$ cat src/include/nv_seq_pkg.sv
/*
 * Constants shared by the nonvolatile store and recall sequencer.
 * Assumes a 200 MHz core clock; every timing count below but SYNC_LAT is
 * derived from a printed time and that clock period.
 */
package nv_seq_pkg;

	// Core clock period in nanoseconds.
	localparam real CLK_PERIOD_NS = 5.0;

	// Printed times, each in its own unit.
	localparam real T_FA_MS      = 20.00;  // Power-up recall, longest.
	localparam real T_STORE_MS   = 8.00;   // Store cycle, longest.
	localparam real T_DELAY_NS   = 25.00;  // Accesses kept before store.
	localparam real T_LZHSB_US   = 5.00;   // Pin high to available.
	localparam real T_HHHD_NS    = 500.00; // Active high drive of the pin.
	localparam real T_WAKE_MS    = 20.00;  // Hibernate wake-up, longest.
	localparam real T_HIB_ENTRY_MS = 8.00; // Hibernate entry, longest.
	localparam real T_RECALL_US  = 500.0;  // Software recall, longest.

	// Longest times round down to whole cycles.
	localparam int FA_CYC     = int'($floor(T_FA_MS * 1.0e6 / CLK_PERIOD_NS));
	localparam int STORE_CYC  =
		int'($floor(T_STORE_MS * 1.0e6 / CLK_PERIOD_NS));
	localparam int DELAY_CYC  = int'($floor(T_DELAY_NS / CLK_PERIOD_NS));
	localparam int LZHSB_CYC  =
		int'($floor(T_LZHSB_US * 1.0e3 / CLK_PERIOD_NS));
	localparam int HHHD_CYC   = int'($floor(T_HHHD_NS / CLK_PERIOD_NS));
	localparam int WAKE_CYC   = int'($floor(T_WAKE_MS * 1.0e6 / CLK_PERIOD_NS));
	localparam int HIB_ENTRY_CYC =
		int'($floor(T_HIB_ENTRY_MS * 1.0e6 / CLK_PERIOD_NS));
	localparam int RECALL_CYC =
		int'($floor(T_RECALL_US * 1.0e3 / CLK_PERIOD_NS));

	// Width of the shared interval timer; holds the longest count.
	localparam int TMR_W = 22;

	// Number of synchroniser lanes and the pins that pass through them.
	localparam int SYNC_N   = 3;
	localparam int SYNC_SUP = 0;  // Supply above trigger level.
	localparam int SYNC_PIN = 1;  // Level sensed on the store/busy pin.
	localparam int SYNC_CS  = 2;  // Chip select, active low.

	// Worst-case cycles from a pin change to the state register: two
	// synchroniser stages and the edge detect. Phases timed from a pin
	// give these cycles back so the printed limit still holds.
	localparam int SYNC_LAT = 3;

	// Software sequence commands from the serial decoder.
	typedef enum logic [2:0] {
		CMD_STORE     = 3'h1,
		CMD_RECALL    = 3'h2,
		CMD_HIBERNATE = 3'h3,
		CMD_SLEEP     = 3'h4
	} cmd_t;

	// Sequencer states, Gray coded along the usual path.
	typedef enum logic [3:0] {
		ST_POWER_DOWN  = 4'h0,
		ST_PWRUP_RCL   = 4'h1,
		ST_READY       = 4'h3,
		ST_STORE_DELAY = 4'h2,
		ST_STORE       = 4'h6,
		ST_PIN_HIGH    = 4'h7,
		ST_SW_RECALL   = 4'h4,
		ST_HIB_ENTER   = 4'hC,
		ST_HIBERNATE   = 4'hD,
		ST_WAKE        = 4'hF
	} state_t;

endpackage

$ cat src/nv_interval_timer.sv
/*
 * Down-counting interval timer used by the sequencer for every phase.
 * Assumes the caller loads it only when a phase starts; a fresh load
 * restarts the count.
 */
`timescale 1ns/1ps
module nv_interval_timer
	import nv_seq_pkg::*;
#(
	parameter int W = TMR_W
) (
	input  wire logic         clk,
	input  wire logic         rstn,
	input  wire logic         load,
	input  wire logic [W-1:0] load_val,
	output logic              expired_q
);

	logic [W-1:0] cnt_q;  // Cycles left in the running phase.

	// Count down to zero; a load overrides the count in progress.
	always_ff @(posedge clk or negedge rstn) begin
		if (!rstn) begin
			cnt_q <= '0;
		end else if (load) begin
			cnt_q <= load_val;
		end else if (cnt_q != '0) begin
			cnt_q <= cnt_q - W'(1);
		end
	end

	// One-cycle pulse as the count runs out, so the phase ends once.
	always_ff @(posedge clk or negedge rstn) begin
		if (!rstn) begin
			expired_q <= 1'b0;
		end else begin
			expired_q <= !load && (cnt_q == W'(1));
		end
	end

endmodule // nv_interval_timer

$ cat src/nv_store_recall_sequencer.sv
/*
 * Store and recall sequencer between the SRAM array and its
 * nonvolatile shadow. Assumes a serial decoder on the same clock that
 * hands over decoded commands and SRAM write strikes, and raw pins for
 * the supply comparator, chip select and the store/busy pin.
 */
`timescale 1ns/1ps
module nv_store_recall_sequencer
	import nv_seq_pkg::*;
#(
	parameter int unsigned FA_CYCLES     = FA_CYC,
	parameter int unsigned STORE_CYCLES  = STORE_CYC,
	parameter int unsigned WAKE_CYCLES   = WAKE_CYC,
	parameter int unsigned HIB_ENTRY_CYCLES = HIB_ENTRY_CYC,
	parameter int unsigned RECALL_CYCLES = RECALL_CYC
) (
	input  wire logic       clk,
	input  wire logic       rstn,
	input  wire logic       supply_above_trigger,
	input  wire logic       cs_n,
	input  wire logic       store_busy_pin_lvl,
	input  wire logic       cmd_valid,
	input  wire logic [2:0] cmd_code,
	input  wire logic       sram_write,
	output logic            store_busy_pin_drv_q,
	output logic            store_busy_pin_en_q,
	output logic            access_inhibit_window_q,
	output logic            array_store_q,
	output logic            array_recall_q,
	output logic            hibernate_q,
	output logic            sleep_q,
	output logic            ready_q
);

	// Raw pins pass two flops before any logic looks at them.
	logic [SYNC_N-1:0] meta_q;   // First stage, read only by sync_q.
	logic [SYNC_N-1:0] sync_q;   // Second stage, safe to use.
	logic [SYNC_N-1:0] prev_q;   // Previous synchronised value.

	state_t       state_q;       // Current sequencer state.
	state_t       state_d;       // Next sequencer state.
	logic         dirty_q;       // SRAM written since last nv cycle.
	logic         sleep_armed_q; // Sleep command awaits chip select.
	logic         tmr_load;      // Start a timed phase.
	logic [TMR_W-1:0] tmr_val;   // Timer load for that phase, one less than its length.
	logic         tmr_done;      // Timed phase has run out.

	logic sup_ok;      // Supply above its trigger level.
	logic pin_fall;    // Host began a hardware store request.
	logic cs_rise;     // Chip select returned high.
	logic cs_fall;     // Chip select went low.
	logic cmd_take;    // A software command is taken this cycle.

	// Tell whether a state lets the serial side reach the SRAM.
	function automatic logic access_open(input state_t s);
		return (s == ST_READY) || (s == ST_STORE_DELAY);
	endfunction

	// Timer load for a phase of n cycles. The timer ends a phase one
	// cycle after its count runs out, so loading n - 1 keeps each phase
	// at exactly n cycles and never beyond the longest printed time.
	function automatic logic [TMR_W-1:0] phase_len(input int unsigned n);
		return TMR_W'(n - 1);
	endfunction

	// Two-flop synchronisers, one lane per pin.
	generate
		for (genvar i = 0; i < SYNC_N; i++) begin : g_sync
			always_ff @(posedge clk or negedge rstn) begin
				if (!rstn) begin
					// Start at each pin's idle level, so that no false
					// edge is seen as the first samples arrive.
					meta_q[i] <= (i == SYNC_SUP) ? 1'b0 : 1'b1;
					sync_q[i] <= (i == SYNC_SUP) ? 1'b0 : 1'b1;
					prev_q[i] <= (i == SYNC_SUP) ? 1'b0 : 1'b1;
				end else begin
					meta_q[i] <= (i == SYNC_SUP) ?
						supply_above_trigger :
						(i == SYNC_PIN) ? store_busy_pin_lvl : cs_n;
					sync_q[i] <= meta_q[i];
					prev_q[i] <= sync_q[i];
				end
			end
		end
	endgenerate

	// Edges of the synchronised pins. The pin is only watched while
	// we are not driving it ourselves, so our own low is no request.
	assign sup_ok   = sync_q[SYNC_SUP];
	assign pin_fall = prev_q[SYNC_PIN] && !sync_q[SYNC_PIN] &&
		!store_busy_pin_en_q;
	assign cs_rise  = !prev_q[SYNC_CS] && sync_q[SYNC_CS];
	assign cs_fall  = prev_q[SYNC_CS] && !sync_q[SYNC_CS];

	// Commands are acted on the cycle they arrive, far inside 500 us.
	assign cmd_take = cmd_valid && (state_q == ST_READY) && !sleep_q;

	// Next state and the phase timer load.
	always_comb begin
		state_d  = state_q;
		tmr_load = 1'b0;
		tmr_val  = '0;
		case (state_q)
			ST_POWER_DOWN: begin
				// Recall starts as the supply crosses its trigger level.
				if (sup_ok) begin
					state_d  = ST_PWRUP_RCL;
					tmr_load = 1'b1;
					// Measured from the supply crossing, so the
					// synchroniser latency comes off the phase.
					tmr_val  = phase_len(FA_CYCLES - SYNC_LAT);
				end
			end
			ST_PWRUP_RCL: begin
				// A brown-out during recall starts over from power down.
				if (!sup_ok) begin
					state_d = ST_POWER_DOWN;
				end else if (tmr_done) begin
					state_d = ST_READY;
				end
			end
			ST_READY: begin
				if (!sup_ok || pin_fall) begin
					// Power fail or pin store: only with unsaved data.
					if (dirty_q) begin
						state_d  = ST_STORE_DELAY;
						tmr_load = 1'b1;
						// Accesses were already open while the pin
						// passed the synchroniser; count that too.
						tmr_val  = phase_len(DELAY_CYC - SYNC_LAT);
					end else if (!sup_ok) begin
						state_d = ST_POWER_DOWN;
					end
				end else if (cmd_take) begin
					case (cmd_code)
						CMD_STORE: begin
							state_d  = ST_STORE;
							tmr_load = 1'b1;
							tmr_val  = phase_len(STORE_CYCLES);
						end
						CMD_RECALL: begin
							state_d  = ST_SW_RECALL;
							tmr_load = 1'b1;
							tmr_val  = phase_len(RECALL_CYCLES);
						end
						CMD_HIBERNATE: begin
							state_d  = ST_HIB_ENTER;
							tmr_load = 1'b1;
							tmr_val  = phase_len(HIB_ENTRY_CYCLES);
						end
						default: begin
							state_d = ST_READY;
						end
					endcase
				end
			end
			ST_STORE_DELAY: begin
				// Accesses still run here while the supply holds; the store then takes over.
				if (tmr_done) begin
					state_d  = ST_STORE;
					tmr_load = 1'b1;
					tmr_val  = phase_len(STORE_CYCLES);
				end
			end
			ST_STORE: begin
				// The store runs on the hold-up capacitor, so a low
				// supply does not cut it short.
				if (tmr_done) begin
					state_d  = ST_PIN_HIGH;
					tmr_load = 1'b1;
					tmr_val  = phase_len(HHHD_CYC);
				end
			end
			ST_PIN_HIGH: begin
				// Release the pin and reopen at once if the supply holds, well under 5 us.
				if (tmr_done) begin
					state_d = sup_ok ? ST_READY : ST_POWER_DOWN;
				end
			end
			ST_SW_RECALL: begin
				if (!sup_ok) begin
					state_d = ST_POWER_DOWN;
				end else if (tmr_done) begin
					state_d = ST_READY;
				end
			end
			ST_HIB_ENTER: begin
				if (tmr_done) begin
					state_d = ST_HIBERNATE;
				end
			end
			ST_HIBERNATE: begin
				// Chip select going low wakes the part.
				if (cs_fall) begin
					state_d  = ST_WAKE;
					tmr_load = 1'b1;
					// Wake-up begins at the pin, before the synchroniser.
					tmr_val  = phase_len(WAKE_CYCLES - SYNC_LAT);
				end
			end
			ST_WAKE: begin
				if (tmr_done) begin
					state_d = ST_READY;
				end
			end
			default: begin
				state_d = ST_POWER_DOWN;
			end
		endcase
		// A supply below trigger outside a store ends any phase.
		if (!sup_ok && (state_d != ST_STORE) &&
			(state_d != ST_STORE_DELAY) && (state_d != ST_PIN_HIGH)) begin
			state_d  = ST_POWER_DOWN;
			tmr_load = 1'b0;
		end
	end

	// One timer serves every phase since phases never overlap.
	nv_interval_timer #(
		.W (TMR_W)
	) u_timer (
		.clk       (clk),
		.rstn      (rstn),
		.load      (tmr_load),
		.load_val  (tmr_val),
		.expired_q (tmr_done)
	);

	// State register.
	always_ff @(posedge clk or negedge rstn) begin
		if (!rstn) begin
			state_q <= ST_POWER_DOWN;
		end else begin
			state_q <= state_d;
		end
	end

	// Unsaved-data flag. A write in the cycle a cycle ends wins, so
	// that data is never marked clean before it reaches the shadow.
	always_ff @(posedge clk or negedge rstn) begin
		if (!rstn) begin
			dirty_q <= 1'b0;
		end else if (sram_write && access_open(state_q) && sup_ok) begin
			dirty_q <= 1'b1;
		end else if (tmr_done && ((state_q == ST_STORE) ||
			(state_q == ST_SW_RECALL) || (state_q == ST_PWRUP_RCL))) begin
			dirty_q <= 1'b0;
		end
	end

	// Sleep: armed by the command, entered and left on chip select
	// rising, with no added wait beyond the synchroniser.
	always_ff @(posedge clk or negedge rstn) begin
		if (!rstn) begin
			sleep_armed_q <= 1'b0;
			sleep_q       <= 1'b0;
		end else if (state_d != ST_READY) begin
			sleep_armed_q <= 1'b0;
			sleep_q       <= 1'b0;
		end else if (cmd_take && (cmd_code == CMD_SLEEP)) begin
			sleep_armed_q <= 1'b1;
		end else if (cs_rise && sleep_armed_q) begin
			sleep_armed_q <= 1'b0;
			sleep_q       <= 1'b1;
		end else if (cs_rise && sleep_q) begin
			sleep_q       <= 1'b0;
		end
	end

	// Store/busy pin: low while a store runs, then driven high for a
	// short while and released to the external pull-up.
	always_ff @(posedge clk or negedge rstn) begin
		if (!rstn) begin
			store_busy_pin_drv_q <= 1'b1;
			store_busy_pin_en_q  <= 1'b0;
		end else begin
			store_busy_pin_drv_q <= (state_d == ST_PIN_HIGH);
			store_busy_pin_en_q  <= (state_d == ST_STORE) ||
				(state_d == ST_PIN_HIGH);
		end
	end

	// Status outputs, all taken from the next state so they change
	// with the state register.
	always_ff @(posedge clk or negedge rstn) begin
		if (!rstn) begin
			access_inhibit_window_q <= 1'b1;
			array_store_q           <= 1'b0;
			array_recall_q          <= 1'b0;
			hibernate_q             <= 1'b0;
			ready_q                 <= 1'b0;
		end else begin
			access_inhibit_window_q <= !access_open(state_d) || !sup_ok;
			array_store_q  <= (state_d == ST_STORE);
			array_recall_q <= (state_d == ST_PWRUP_RCL) ||
				(state_d == ST_SW_RECALL);
			hibernate_q    <= (state_d == ST_HIBERNATE);
			ready_q        <= (state_d == ST_READY) && sup_ok;
		end
	end

endmodule // nv_store_recall_sequencer

$ cat config.mk
export PLATFORM = sky130hd
export DESIGN_NAME = nv_store_recall_sequencer
export DESIGN_NICKNAME = d
export VERILOG_FILES = /design/src/include/nv_seq_pkg.sv /design/src/nv_interval_timer.sv /design/src/nv_store_recall_sequencer.sv
export SDC_FILE = /design/constraint.sdc
export NUM_CORES = 1
export LEC_CHECK = 0
export BUFFER_PORTS_ARGS = -buffer_cell sky130_fd_sc_hd__buf_4
export CELL_PAD_IN_SITES_DETAIL_PLACEMENT = 2
export CELL_PAD_IN_SITES_GLOBAL_PLACEMENT = 2
export CORE_ASPECT_RATIO = 1.75
export CORE_MARGIN = 3
export CORE_UTILIZATION = 40
export DETAILED_ROUTE_END_ITERATION = 10
export GPL_ROUTABILITY_DRIVEN = 0
export HOLD_SLACK_MARGIN = 0.08
export PLACE_DENSITY_LB_ADDON = 0.1
export SYNTH_ARGS = -nofsm -noshare
export SYNTH_HDL_FRONTEND = slang
export SYNTH_SLANG_ARGS = --single-unit
export TNS_END_PERCENT = 1
$ cat constraint.sdc
create_clock -name clk -period 4.9 [get_ports clk]
set_clock_uncertainty 0.05 [all_clocks]
set_input_delay 0.49 -clock clk [delete_from_list [all_inputs] [get_ports clk]]
set_output_delay 0.49 -clock clk [all_outputs]
set_load 0.01 [all_outputs]
; ---- Yosys cells after proc, flatten, opt, wreduce, memory -nomap -nowiden
; Index checks and enable logic that the tools add are counted.
[word_totals]
reg_bits = 45
in_bits = 10
output_inout_bits = 8
wordCells = 137
[op_classes]
add_sub_neg = 1
n_eq_ne = 26
muxes = 45
n_reduce_logical = 44
[op_table]
columns = operator, n
row1 = two-way mux 22 bit, 5
row2 = one-hot mux 22 bit (5 select lines), 1
row3 = two-way mux 4 bit, 13
row4 = two-way mux 21 bit, 2
row5 = one-hot mux 21 bit (2 select lines), 1
row6 = one-hot mux 4 bit (9 select lines), 1
row7 = == test 4 x 3 -> 1 bit (second input constant), 6
row8 = == test 22 x 1 -> 1 bit (second input constant), 1
row9 = nonzero test 22 bit, 1
row10 = subtractor 22 x 1 -> 22 bit (second input constant), 1
row11 = two-way mux 1 bit, 18
row12 = logical AND 1 bit, 17
row13 = == test 4 x 2 -> 1 bit (second input constant), 4
row14 = == test 4 bit (second input constant), 4
row15 = one-hot mux 4 bit (3 select lines), 1
row16 = == test 4 x 1 -> 1 bit (second input constant), 2
row17 = zero test 1 bit, 8
row18 = logical OR 1 bit, 8
row19 = != test 4 x 2 -> 1 bit (second input constant), 2
row20 = != test 4 x 3 -> 1 bit (second input constant), 2
row21 = two-way mux 7 bit, 1
row22 = == test 3 x 2 -> 1 bit (second input constant), 2
row23 = nonzero test 3 bit, 2
row24 = OR reduction 2 bit, 3
row25 = 9 further kinds, 10

; ---- Longest topological paths before layout
; Gate-level depths: netlist of run 1.
[depth]
word_depth = 15
depth_mapped = 9
ltp_nobuf = 8

; ---- Hierarchy
; A second synthesis of run 1 with hierarchy kept.
[unflattened]
cells_unflattened = 280
area_unflattened_um2 = 2660.1
[modules_own_cells]
columns = module, instances, cells_each, area_per_inst_um2, seq_area_each_um2
row1 = nv_interval_timer, 1, 155, 1432.6, 575.6
row2 = nv_store_recall_sequencer, 1, 125, 1227.4, 560.5

; ---- Worst setup path after synthesis of run 1
; Ideal clock, no wire load.
[synth_timing]
path_type = reg-to-reg
from = register prev_q[1]
to = register u_timer.cnt_q[1]
t_arrival_ns = 2.119
setup_slack_ns = 2.587
path_stages_with_launch = 8
synth_period_minus_slack_ns = 2.313
path_cell_list = dfstp_2 > or3b_1 > mux2i_1 > a32o_1 > a31o_1 > clkbuf_1 > o311ai_0 > a22oi_1
[synth_between]
elab_chain_len = 11
word_cells_on_any_way = 18
cone_classes = 3 x eq/ne / 8 x mux / 7 x reduce/logical
[synth_rtl]
columns = item, line
row1 = start: declaration, nv_store_recall_sequencer.sv:38  ; logic [SYNC_N-1:0] prev_q;
row2 = start signal: indexed assignment, nv_store_recall_sequencer.sv:75  ; prev_q[i] <= (i == SYNC_SUP) ? 1'b0 : 1'b1;
row3 = start signal: indexed assignment, nv_store_recall_sequencer.sv:81  ; prev_q[i] <= sync_q[i];
row4 = logical AND 1 bit * (2 in a row), nv_store_recall_sequencer.sv:90  ; assign pin_fall = prev_q[SYNC_PIN] && !sync_q[SYNC_PIN] &&
row5 = logical OR 1 bit *, nv_store_recall_sequencer.sv:123  ; if (!sup_ok || pin_fall) begin
row6 = two-way mux 4 bit, nv_store_recall_sequencer.sv:123
row7 = one-hot mux 4 bit (9 select lines), nv_store_recall_sequencer.sv:103  ; case (state_q)
row8 = != test 4 x 3 -> 1 bit, nv_store_recall_sequencer.sv:211  ; if (!sup_ok && (state_d != ST_STORE) &&
row9 = logical AND 1 bit (2 in a row), nv_store_recall_sequencer.sv:211
row10 = logical AND 1 bit, nv_store_recall_sequencer.sv:212  ; (state_d != ST_STORE_DELAY) && (state_d != ST_PIN_HIGH)) begin
row11 = two-way mux 1 bit, nv_store_recall_sequencer.sv:211
row12 = two-way mux 22 bit / nonzero test 2 bit (equally long branches), --
row13 = end signal: assignment, nv_interval_timer.sv:26  ; cnt_q <= load_val;
row14 = end signal: assignment, nv_interval_timer.sv:28  ; cnt_q <= cnt_q - W'(1);
row15 = end: declaration, nv_interval_timer.sv:19  ; logic [W-1:0] cnt_q;
; Mark *: on every way between the ends. The rest lies on a longest branch, timed or not.
; A chain may end at the register's enable or synchronous reset.

; ---- Worst setup path after layout of run 1
[layout_timing]
from = register state_q[2]
to = register u_timer.cnt_q[7]
[layout_between]
elab_chain_len = 12
word_cells_on_any_way = 42
cone_classes = 12 x eq/ne / 21 x mux / 9 x reduce/logical
[layout_rtl]
columns = item, line
row1 = start: declaration, nv_store_recall_sequencer.sv:40  ; state_t state_q;
row2 = start signal: assignment, nv_store_recall_sequencer.sv:234  ; state_q <= state_d;
row3 = == test 4 x 2 -> 1 bit, "nv_store_recall_sequencer.sv:96, nv_store_recall_sequencer.sv:103"
row4 = logical AND 1 bit (2 in a row), nv_store_recall_sequencer.sv:96  ; assign cmd_take = cmd_valid && (state_q == ST_READY) && !sleep_q;
row5 = two-way mux 4 bit, nv_store_recall_sequencer.sv:134  ; end else if (cmd_take) begin
row6 = two-way mux 4 bit, nv_store_recall_sequencer.sv:123
row7 = one-hot mux 4 bit (9 select lines), nv_store_recall_sequencer.sv:103
row8 = != test 4 x 3 -> 1 bit, nv_store_recall_sequencer.sv:211
row9 = logical AND 1 bit (2 in a row), nv_store_recall_sequencer.sv:211
row10 = logical AND 1 bit, nv_store_recall_sequencer.sv:212
row11 = two-way mux 1 bit, nv_store_recall_sequencer.sv:211
row12 = two-way mux 22 bit / nonzero test 2 bit (equally long branches), --
; Several ways; a longest one is shown, not always the timed one.

==> run_results.csv, run 1 <==
group,metric,value,unit
power,power_leakage,0.00119,uW
min_path,hp-class,"input pin to async pin",
routing,vias_per_cell,5.83,
routing,ant_nets,0,
yosys,async_flop_share,100,%
floorplan,dieWidth,67.4,um
place,hpwl,5.48,mm
sta,fin_crit,3.16,ns
clock_network,cts_resized,0,
cells_and_area,finalInstanceArea,0.00288,mm2
routing,wl_per_cell,19.5,um
clock_network,cts.htree.levels,2,
routing,drc,0,
yosys,synth_seq_cells,45,
floorplan,rows,38,
worst_setup_path,cp.arrival,3.28,ns
clock_network,clockRootBuffer,"clkbuf_8",
cells_and_area,nNetsFinal,300,
clock_network,cts_max_path_buffers,2,
run,drv_cap,0,
sta,max_freq,317,MHz
worst_setup_path,worstRegToRegCells,6,
clock_network,insertion_delay,0.31,ns
routing,finalWirelength,7.21,mm
yosys,yosysSeqAreaShare,43.0,%
power,powerDensity,275,mW/mm2
yosys,synth.distinct_cells,55,
worst_setup_path,startpoint_type,"flop",
yosys,synthesis.yosys.warnings,0,
floorplan,io_pins,18,
sta,fin_hold_ws,0.120,ns
worst_setup_path,crit_fanout,17,
worst_setup_path,worstSetupPathType,"flop to flop",
floorplan,die_y,113,um
sta,setup_viol,0,
routing,num_vias,2153,
global_route,grt_overflow,0,
clock_network,cts_tree,"yes",
floorplan,core_region_area,0.00632,mm2
sta,tightest_slew,1.26,ns
global_route,antenna_found_initial,0,
global_route,grt_max_degree,46,
worst_setup_path,rr_endpoint,"u_timer.cnt_q[7]$_DFFE_PN0P_",
power,peakVddDrop,208,uV
worst_setup_path,r2r_slack,1.74,ns
sta,maxSlewViolCount,0,
global_route,grt_pass1_vias,2399,
yosys,yosysTopAreaCellShare,35.1,%
clock_network,clock_sinks,45,
sta,setup_tns,0,ns
cells_and_area,drive_gt1_share,15.2,%
status,outcome,"complete, no violations",
floorplan,start_util,41.8,%
yosys,synth_edf_count,0,
yosys,syn_nets,291,
sta,final.period_utilization,64.4,%
yosys,synth_common_cells,"dfrtp_1 (37), nor2_1 (26), nand2_1 (21), a21oi_1 (19), xnor2_1 (13)",
routing,drtIter0Drc,51,
place,portBuffers,17,
clock_network,holdBufCountCts,0,
worst_setup_path,required,5.03,ns
global_route,grt_usage,21.7,%
yosys,synthCells,279,
yosys,avgSynthCellArea,9.47,um2
sta,rsz0062_at_grt,"false",
sta,relSlewSlack,15.5,%
clock_network,cts_setup_buffers,0,
worst_setup_path,endpoint_kind,"flop",
clock_network,cts_buffers,5,
yosys,syn_area,0.00264,mm2
cells_and_area,diodes,0,
place,post_dp_cell_area,0.00279,mm2
sta,final_hold_viol_count,0,
yosys,synth_flop_cell,"dfrtp_1",
worst_setup_path,r2r-start,"state_q[2]$_DFF_PN0_",
clock_network,clk_pin_slew,0.09,ns
yosys,synth.largest_area_cell,"dfrtp_1",
floorplan,die_area,0.00765,mm2
routing,drt-pass1-iter-count,4,
yosys,synth_area_leaders,"dfrtp_1 (35%), dfstp_2 (8.0%), xnor2_1 (4.3%), nor2_1 (3.7%), a21oi_1 (3.6%)",
global_route,grt_pass1_wl,12.5,mm
yosys,yosysMostFrequentCell,"dfrtp_1",
cells_and_area,syn_to_final_growth,9.19,%
[worst max-delay path by stage]
stage                               from                           end  slack (ns)
floorplan            prev_q[1]$_DFF_PN1_  u_timer.cnt_q[1]$_DFFE_PN0P_        2.59
detailed placement  state_q[2]$_DFF_PN0_  u_timer.cnt_q[2]$_DFFE_PN0P_        1.88
CTS                 state_q[2]$_DFF_PN0_  u_timer.cnt_q[7]$_DFFE_PN0P_        1.77
global placement    state_q[2]$_DFF_PN0_  u_timer.cnt_q[3]$_DFFE_PN0P_        1.91
finish              state_q[2]$_DFF_PN0_  u_timer.cnt_q[7]$_DFFE_PN0P_        1.74
global route        state_q[2]$_DFF_PN0_  u_timer.cnt_q[5]$_DFFE_PN0P_        1.39
[critical path, stage by stage, from the launching register on]
cell	delay [ns]
dfrtp_1	0.66
nand4bb_1	0.25
nor2_1	0.13
and2_1	0.21
o31ai_1	1.05
o31a_1	0.55
a211oi_2	0.13
[cell type report]
type	count	area [um2]
Clock buffer	6	82.6
Multi-Input combinational cell	210	1390
Clock inverter	2	13.8
Fill cell	704	3440
Timing Repair Buffer	17	128
Tap cell	80	100
Sequential cell	45	1140
Inverter	9	33.8
[stage by stage]
step                cells  power [uW]  utilization, %  worst slack [ns]
floorplan             279         511               -              2.59
global placement      361         548            44.1              1.91
detailed placement    361         554            44.1              1.88
CTS                   369         805            45.6              1.77
global route          369         840            45.6              1.39
finish                369         793            45.6              1.74
[power breakdown]
| group | leakage [uW] | switching, uW | internal [uW] |
|---|---|---|---|
| logic | 0.000600 | 70.5 | 52.4 |
| registers | 0.000535 | 25.3 | 398 |
| clock network | 0.0000512 | 132 | 114 |
| total | 0.00119 | 228 | 565 |
[layer usage]
layer / global-route usage, % / share of wire (%)
met1: 23.9 / 38
met4: 6.91 / 2.1
met5: 0 / 0
met3: 3.65 / 2.0
met2: 40.7 / 58
[layout by cell type (no fill, tap or decap), types with 3 or more instances in the layout]
cell type,n
nand3_1,9
or4_1,4
a211oi_1,3
clkbuf_8,6
o21ai_0,7
nor3b_1,4
o31ai_1,3
mux2i_1,3
nand3b_1,4
o21a_1,3
xor2_1,5
o311ai_0,10
inv_1,9
xnor2_1,13
nor3_1,12
buf_4,17
nand2b_1,11
a21oi_1,19
dfrtp_1,37
a211oi_2,3
and2_1,4
or3_1,4
nand2_1,21
nor4_1,5
nor2_1,26
dfstp_2,8
[sequential cells by signal (all words and copies together) (netlist names), 2 cells and up]
name           cells
u_timer.cnt_q     22
prev_q             2
meta_q             3
sync_q             2
state_q            4
[logic make-up (layout without fill, tap and decap cells)]
family	count (synthesis)	in the layout	share of synthesized area, %
compound gates	64	64	17.8
flops	45	45	43.0
mux	3	3	1.14
fa+ha+maj	2	2	0.947
simple gates	123	123	26.8
buf+inv	24	34	4.36
xor+xnor	18	18	5.97
(Power assumes the default switching activity.)
==> inputs of run 2 (changes only) <==
CORE_UTILIZATION = 35   (was 40)
clock period = 2.65 ns   (was 4.9 ns; I/O delays follow)
==> run_results.csv, run 2 (same netlist as run 1, synthesis figures left out) <==
group,metric,value,unit
floorplan,die_area,0.00867,mm2
routing,maxUsedRoutingLayer,"met4",
cells_and_area,final_cell_mix,"buf_4 (40), dfrtp_1 (37), nor2_1 (26)",
sta,fin_crit,2.53,ns
global_route,grt_usage,19.9,%
sta,max_freq,395,MHz
clock_network,clock_sinks,45,
sta,tightest_slew,0.580,ns
cells_and_area,regArea,0.00114,mm2
cells_and_area,syn_to_final_growth,20.8,%
routing,drc,0,
worst_setup_path,worstRegToRegCells,7,
cells_and_area,diodes,0,
sta,maxSlewViolCount,0,
power,power,1670,uW
routing,wl_met1,2.87,mm
global_route,grt_max_degree,46,
min_path,worstHoldPathCells,3,
clock_network,clk_pin_slew,0.06,ns
sta,relSlewSlack,61.4,%
cells_and_area,largest_reg_flops,22,
clock_network,cts_buffers,5,
cells_and_area,nNetsFinal,328,
sta,final_hold_viol_count,0,
routing,ant_nets,0,
cells_and_area,drive_gt1_share,22.1,%
global_route,antenna_found_initial,0,
cells_and_area,top_regs,"u_timer.cnt_q (22), state_q (4), meta_q (3)",
global_route,grt_overflow,0,
routing,drt-pass1-iter-count,4,
power,power_leakage,0.00136,uW
clock_network,clockRootBuffer,"clkbuf_16",
min_path,hold_end,"dirty_q$_DFFE_PN0P_",
min_path,min_from,"sram_write",
place,hpwl,6.23,mm
floorplan,die_y,121,um
worst_setup_path,worstSetupPathType,"flop to flop",
floorplan,dieWidth,71.7,um
cells_and_area,regMostFlops,"u_timer.cnt_q",
routing,route.met2.wl,4.70,mm
routing,wl_per_cell,19.8,um
global_route,grt_pass1_vias,2640,
sta,rsz0062_at_grt,"false",
cells_and_area,multi_input_area,0.00140,mm2
worst_setup_path,rr_endpoint,"u_timer.cnt_q[9]$_DFFE_PN0P_",
floorplan,rows,41,
worst_setup_path,r2r-start,"prev_q[1]$_DFF_PN1_",
worst_setup_path,r2r_slack,0.12,ns
clock_network,cts_tree,"yes",
worst_setup_path,required,2.76,ns
cells_and_area,final_common_cell,"buf_4",
worst_setup_path,endpoint_kind,"flop",
worst_setup_path,crit_fanout,7,
status,outcome,"complete, no violations",
worst_setup_path,startpoint_type,"flop",
clock_network,cts.htree.levels,2,
routing,vias_per_cell,5.70,
sta,setup_viol,0,
cells_and_area,fillers,821,
floorplan,core_region_area,0.00728,mm2
floorplan,io_pins,18,
run,drv_cap,0,
worst_setup_path,cp.arrival,2.64,ns
sta,fin_hold_ws,0.203,ns
global_route,grt_pass1_wl,13.3,mm
sta,final.period_utilization,95.5,%
power,powerDensity,524,mW/mm2
clock_network,cts_max_path_buffers,2,
sta,layout_setup_ws,0.120,ns
place,portBuffers,17,
routing,finalWirelength,7.97,mm
routing,wl_met3,140,um
routing,num_vias,2297,
place,place_worst_setup_slack,-0.0483,ns
floorplan,start_util,36.3,%
power,peakVddDrop,348,uV
clock_network,insertion_delay,0.29,ns
routing,drtIter0Drc,69,
min_path,hp-class,"input pin to flop",
[run 2: cell count changes in the layout (fill, tap and decap cells not counted), sizes merged]
cell         previous run  this run
dlygate4sd3             0         4
buf                    17        41
[run 2: worst max-delay path by stage]
stage | slack [ns] | from | end | cells past startpoint
4_1_cts | 0.11 | prev_q[1]$_DFF_PN1_ | u_timer.cnt_q[1]$_DFFE_PN0P_ | 8
2_1_floorplan | 0.34 | prev_q[1]$_DFF_PN1_ | u_timer.cnt_q[1]$_DFFE_PN0P_ | 7
3_3_place_gp | -0.008 | prev_q[1]$_DFF_PN1_ | u_timer.cnt_q[19]$_DFFE_PN0P_ | 6
3_5_place_dp | -0.05 | prev_q[1]$_DFF_PN1_ | u_timer.cnt_q[19]$_DFFE_PN0P_ | 6
6_report | 0.12 | prev_q[1]$_DFF_PN1_ | u_timer.cnt_q[9]$_DFFE_PN0P_ | 7
5_1_grt | 0.01 | prev_q[1]$_DFF_PN1_ | u_timer.cnt_q[15]$_DFFE_PN0P_ | 7
[run 2: cell type report]
type	count	area share [%]
multi-input cells	210	43.9
clock buffers	6	4.35
flip-flops and latches	45	35.6
well taps	86	3.37
clock inverters	2	0.431
repair buffers	45	11.3
inverters	9	1.06
[run 2: report_power, final]
| group | internal, uW | total, uW | switching [uW] |
|---|---|---|---|
| clock | 375 | 636 | 261 |
| sequential | 737 | 780 | 42.9 |
| combinational | 114 | 257 | 143 |
| total | 1230 | 1670 | 447 |
[run 2: critical path, cell delays in order, from the launching register on]
cell and delay, ns:
dfstp_2 0.52, or3b_1 0.41, mux2i_1 0.16, a32o_1 0.30
a31o_1 0.29, buf_4 0.19, o311ai_0 0.36, a21oi_1 0.12
[run 2: timing repair]
action / 4_1_cts / 5_1_grt
resized for setup: 1 / 2
endpoints found under the setup margin: 2 / 2
hold buffers: 4 / 0
setup buffers: 0 / 0
endpoints found under the hold margin: 40 / 0
[run 2: metrics by stage]
stage                     setup TNS [ns]  instance area [um2]  util (%)  std cells
after floorplan                        0                 2640         -        279
after global placement          -0.00824                 2990      41.0        391
after detailed placement         -0.0483                 2990      41.0        391
after CTS                              0                 3190      43.7        403
after global routing                   0                 3190      43.8        403
final                                  0                 3190      43.8        403
[run 2: routing by layer]
metal | GRT usage (%) | vias to the layer above
met1 | 19.6 | 1175
met5 | 0 | -
li1 | - | 1086
met2 | 39.5 | 24
met3 | 2.65 | 12
met4 | 8.71 | 0
==> inputs of run 3 (changes only) <==
ABC_AREA = 1   (was default)
CORE_UTILIZATION = 32   (was 35)
GPL_TIMING_DRIVEN = 0   (was default)
==> run_results.csv, run 3 <==
group,metric,value,unit
sta,setup_viol,0,
yosys,async_flop_share,100,%
cells_and_area,final_cell_mix,"nand2_1 (76), nor2_1 (51), inv_1 (42)",
floorplan,die_area,0.00958,mm2
routing,drc,0,
clock_network,clock_sinks,45,
sta,layout_setup_ws,0.313,ns
power,power_frac_clock,27.8,%
cells_and_area,drive_gt1_share,17.8,%
power,peakVddDrop,327,uV
yosys,synthesis.yosys.warnings,0,
global_route,grt_max_degree,46,
cells_and_area,diodes,0,
yosys,synthAdderAreaFrac,0.931,%
clock_network,clk_pin_slew,0.07,ns
routing,ant_nets,0,
yosys,yosysTopAreaCellShare,34.5,%
place,place_worst_setup_slack,-0.272,ns
cells_and_area,nNetsFinal,392,
routing,num_vias,2416,
yosys,synth_compound_area_share,7.68,%
sta,setup_tns,0,ns
global_route,grt_pass1_vias,2804,
power,switching_share,38.2,%
sta,fin_crit,2.34,ns
power,p_switching,891,uW
power,power,2330,uW
yosys,synth_mux_area_share,0,%
worst_setup_path,crit_path_top_delay_cell,"dfrtp_1",
cells_and_area,finalInstanceArea,0.00314,mm2
routing,finalWirelength,8.34,mm
power,power_frac_comb,31.6,%
global_route,antenna_found_initial,0,
clock_network,cts_buffers,5,
yosys,synth_flop_cell,"dfrtp_1",
yosys,syn_area,0.00269,mm2
worst_setup_path,worstRegToRegCells,10,
yosys,yosysSeqAreaShare,42.3,%
yosys,synth_common_cells,"nand2_1 (76), nor2_1 (52), inv_1 (42), dfrtp_1 (37), nand3_1 (28)",
min_path,hp-class,"input pin to flop",
sta,fin_hold_ws,0.182,ns
global_route,grt_overflow,0,
worst_setup_path,endpoint_kind,"flop",
routing,drtIter0Drc,47,
worst_setup_path,worstSetupPathType,"flop to flop",
worst_setup_path,crit_chain,"inv_1, ha_1, nand2_2, nor2_4, nand2_1, nor2_2, nand4_1, a21oi_4, buf_6, a21oi_1",
floorplan,dieWidth,75.3,um
worst_setup_path,startpoint_type,"flop",
yosys,synthXorXnorAreaFrac,5.87,%
global_route,grt_usage,19.2,%
yosys,synth.largest_area_cell,"dfrtp_1",
status,outcome,"complete, no violations",
sta,max_freq,428,MHz
routing,vias_per_cell,5.13,
clock_network,cts.htree.levels,2,
yosys,yosysMostFrequentCell,"nand2_1",
clock_network,cts_max_path_buffers,2,
place,hpwl,6.62,mm
floorplan,die_y,127,um
worst_setup_path,cp.arrival,2.44,ns
power,power.share.sequential,40.7,%
sta,relSlewSlack,56.5,%
sta,maxSlewViolCount,0,
floorplan,rows,43,
floorplan,core_region_area,0.00807,mm2
floorplan,start_util,33.3,%
min_path,worstHoldPathCells,2,
power,p_int,1440,uW
worst_setup_path,max_stage_delay,0.40,ns
place,portBuffers,17,
cells_and_area,syn_to_final_growth,16.9,%
floorplan,io_pins,18,
routing,wl_per_cell,17.7,um
yosys,synthCells,350,
worst_setup_path,required,2.75,ns
power,power_leakage,0.00160,uW
yosys,synth_edf_count,0,
yosys,synth_area_leaders,"dfrtp_1 (34%), nand2_1 (11%), dfstp_2 (7.8%), nor2_1 (7.3%), inv_1 (5.9%)",
cells_and_area,largest_reg_flops,22,
cells_and_area,final_common_cell,"nand2_1",
cells_and_area,regMostFlops,"u_timer.cnt_q",
clock_network,cts_tree,"yes",
power,powerDensity,742,mW/mm2
clock_network,insertion_delay,0.29,ns
global_route,grt_pass1_wl,13.7,mm
yosys,syn_nets,362,
yosys,synth.distinct_cells,35,
cells_and_area,fillers,957,
cells_and_area,top_regs,"u_timer.cnt_q (22), state_q (4), meta_q (3)",
routing,drt-pass1-iter-count,4,
run,drv_cap,0,
yosys,synth-simple-area-share,34.0,%
clock_network,clockRootBuffer,"clkbuf_16",
yosys,synth_top_family_by_area,"simple AND/OR/NAND/NOR gates",
sta,final_hold_viol_count,0,
sta,tightest_slew,0.652,ns
worst_setup_path,crit_fanout,10,
yosys,synth_seq_cells,45,
yosys,avgSynthCellArea,7.68,um2
sta,final.period_utilization,88.2,%
sta,rsz0062_at_grt,"false",
place,post_dp_cell_area,0.00293,mm2
[run 3: cell types whose count changed after synthesis, moves of 8 or more]
| cell | before | now |
|---|---|---|
| nand3_1 | 9 | 28 |
| xor2_1 | 5 | 13 |
| inv_1 | 9 | 42 |
| nand2b_1 | 11 | 0 |
| nor2_1 | 26 | 52 |
| o311ai_0 | 10 | 0 |
| xnor2_1 | 13 | 5 |
| nand2_1 | 21 | 76 |
[run 3: path summary, 6_finish.rpt]
check / startpoint / endpoint / slack (ns)
max: u_timer.cnt_q[0]$_DFFE_PN0P_ / u_timer.cnt_q[14]$_DFFE_PN0P_ / 0.31
min: sram_write / dirty_q$_DFFE_PN0P_ / 0.18
max reg2reg: u_timer.cnt_q[0]$_DFFE_PN0P_ / u_timer.cnt_q[14]$_DFFE_PN0P_ / 0.31
min reg2reg: meta_q[2]$_DFF_PN1_ / sync_q[2]$_DFF_PN1_ / 0.31
max in group asynchronous: rstn / u_timer.cnt_q[18]$_DFFE_PN0P_ / 1.66
min in group asynchronous: rstn / u_timer.cnt_q[5]$_DFFE_PN0P_ / 0.46
[run 3: cells by family (layout without fill, tap and decap cells)]
kind of cell / Yosys count / in the layout
AND/OR/NAND/NOR: 196 / 196
adder cells (fa/ha/maj): 2 / 2
buffers and inverters: 53 / 84
flip-flops: 45 / 45
XOR/XNOR: 18 / 18
AO/OA/AOI/OAI: 36 / 36
[run 3: through the flow]
step | cells | utilization [%]
after floorplan | 350 | -
after global placement | 457 | 36.3
after detailed placement | 457 | 36.3
after CTS | 470 | 38.7
after global routing | 471 | 38.9
final | 471 | 38.9
[run 3: power groups by stage]
stage	combinational (uW)	clock [uW]	sequential, uW
floorplan	541	0	924
global placement	699	0	960
detailed placement	727	0	964
CTS	743	676	952
global route	852	707	968
finish	736	648	948
[run 3: what timing repair did]
item,CTS,global route
hold buffers,4,0
setup buffers,1,1
endpoints found under the setup margin,15,12
resized for setup,0,2
endpoints found under the hold margin,40,0
pin swaps,1,0
[run 3: worst max-delay path, delay by kind of cell (launching register included)]
| family | cells | cell delay [ns] |
|---|---|---|
| DFF | 1 | 0.40 |
| buffers and inverters | 2 | 0.36 |
| AOI/OAI and AO/OA | 2 | 0.30 |
| and+or+nand+nor | 5 | 0.83 |
| adders and majority gates | 1 | 0.23 |
[run 3: layout make-up]
type | count | area (um2) | share of cell area, %
buffer | 6 | 66.3 | 2.11
tap | 90 | 113 | 3.58
multi-input combinational | 252 | 1310 | 41.7
clock buffer | 5 | 125 | 3.98
clock inverter | 3 | 26.3 | 0.836
timing repair buffer | 23 | 183 | 5.81
sequential | 45 | 1140 | 36.2
inverter | 47 | 181 | 5.77
[run 3: layer usage]
layer | wire length [um] | share of wire, % | global-route usage (%) | vias up
li1 | - | - | - | 1176
met1 | 2940 | 35 | 18.0 | 1201
met2 | 5070 | 61 | 38.8 | 24
met3 | 105 | 1.3 | 2.36 | 15
met4 | 219 | 2.6 | 7.72 | 0
met5 | 0 | 0 | 0 | -
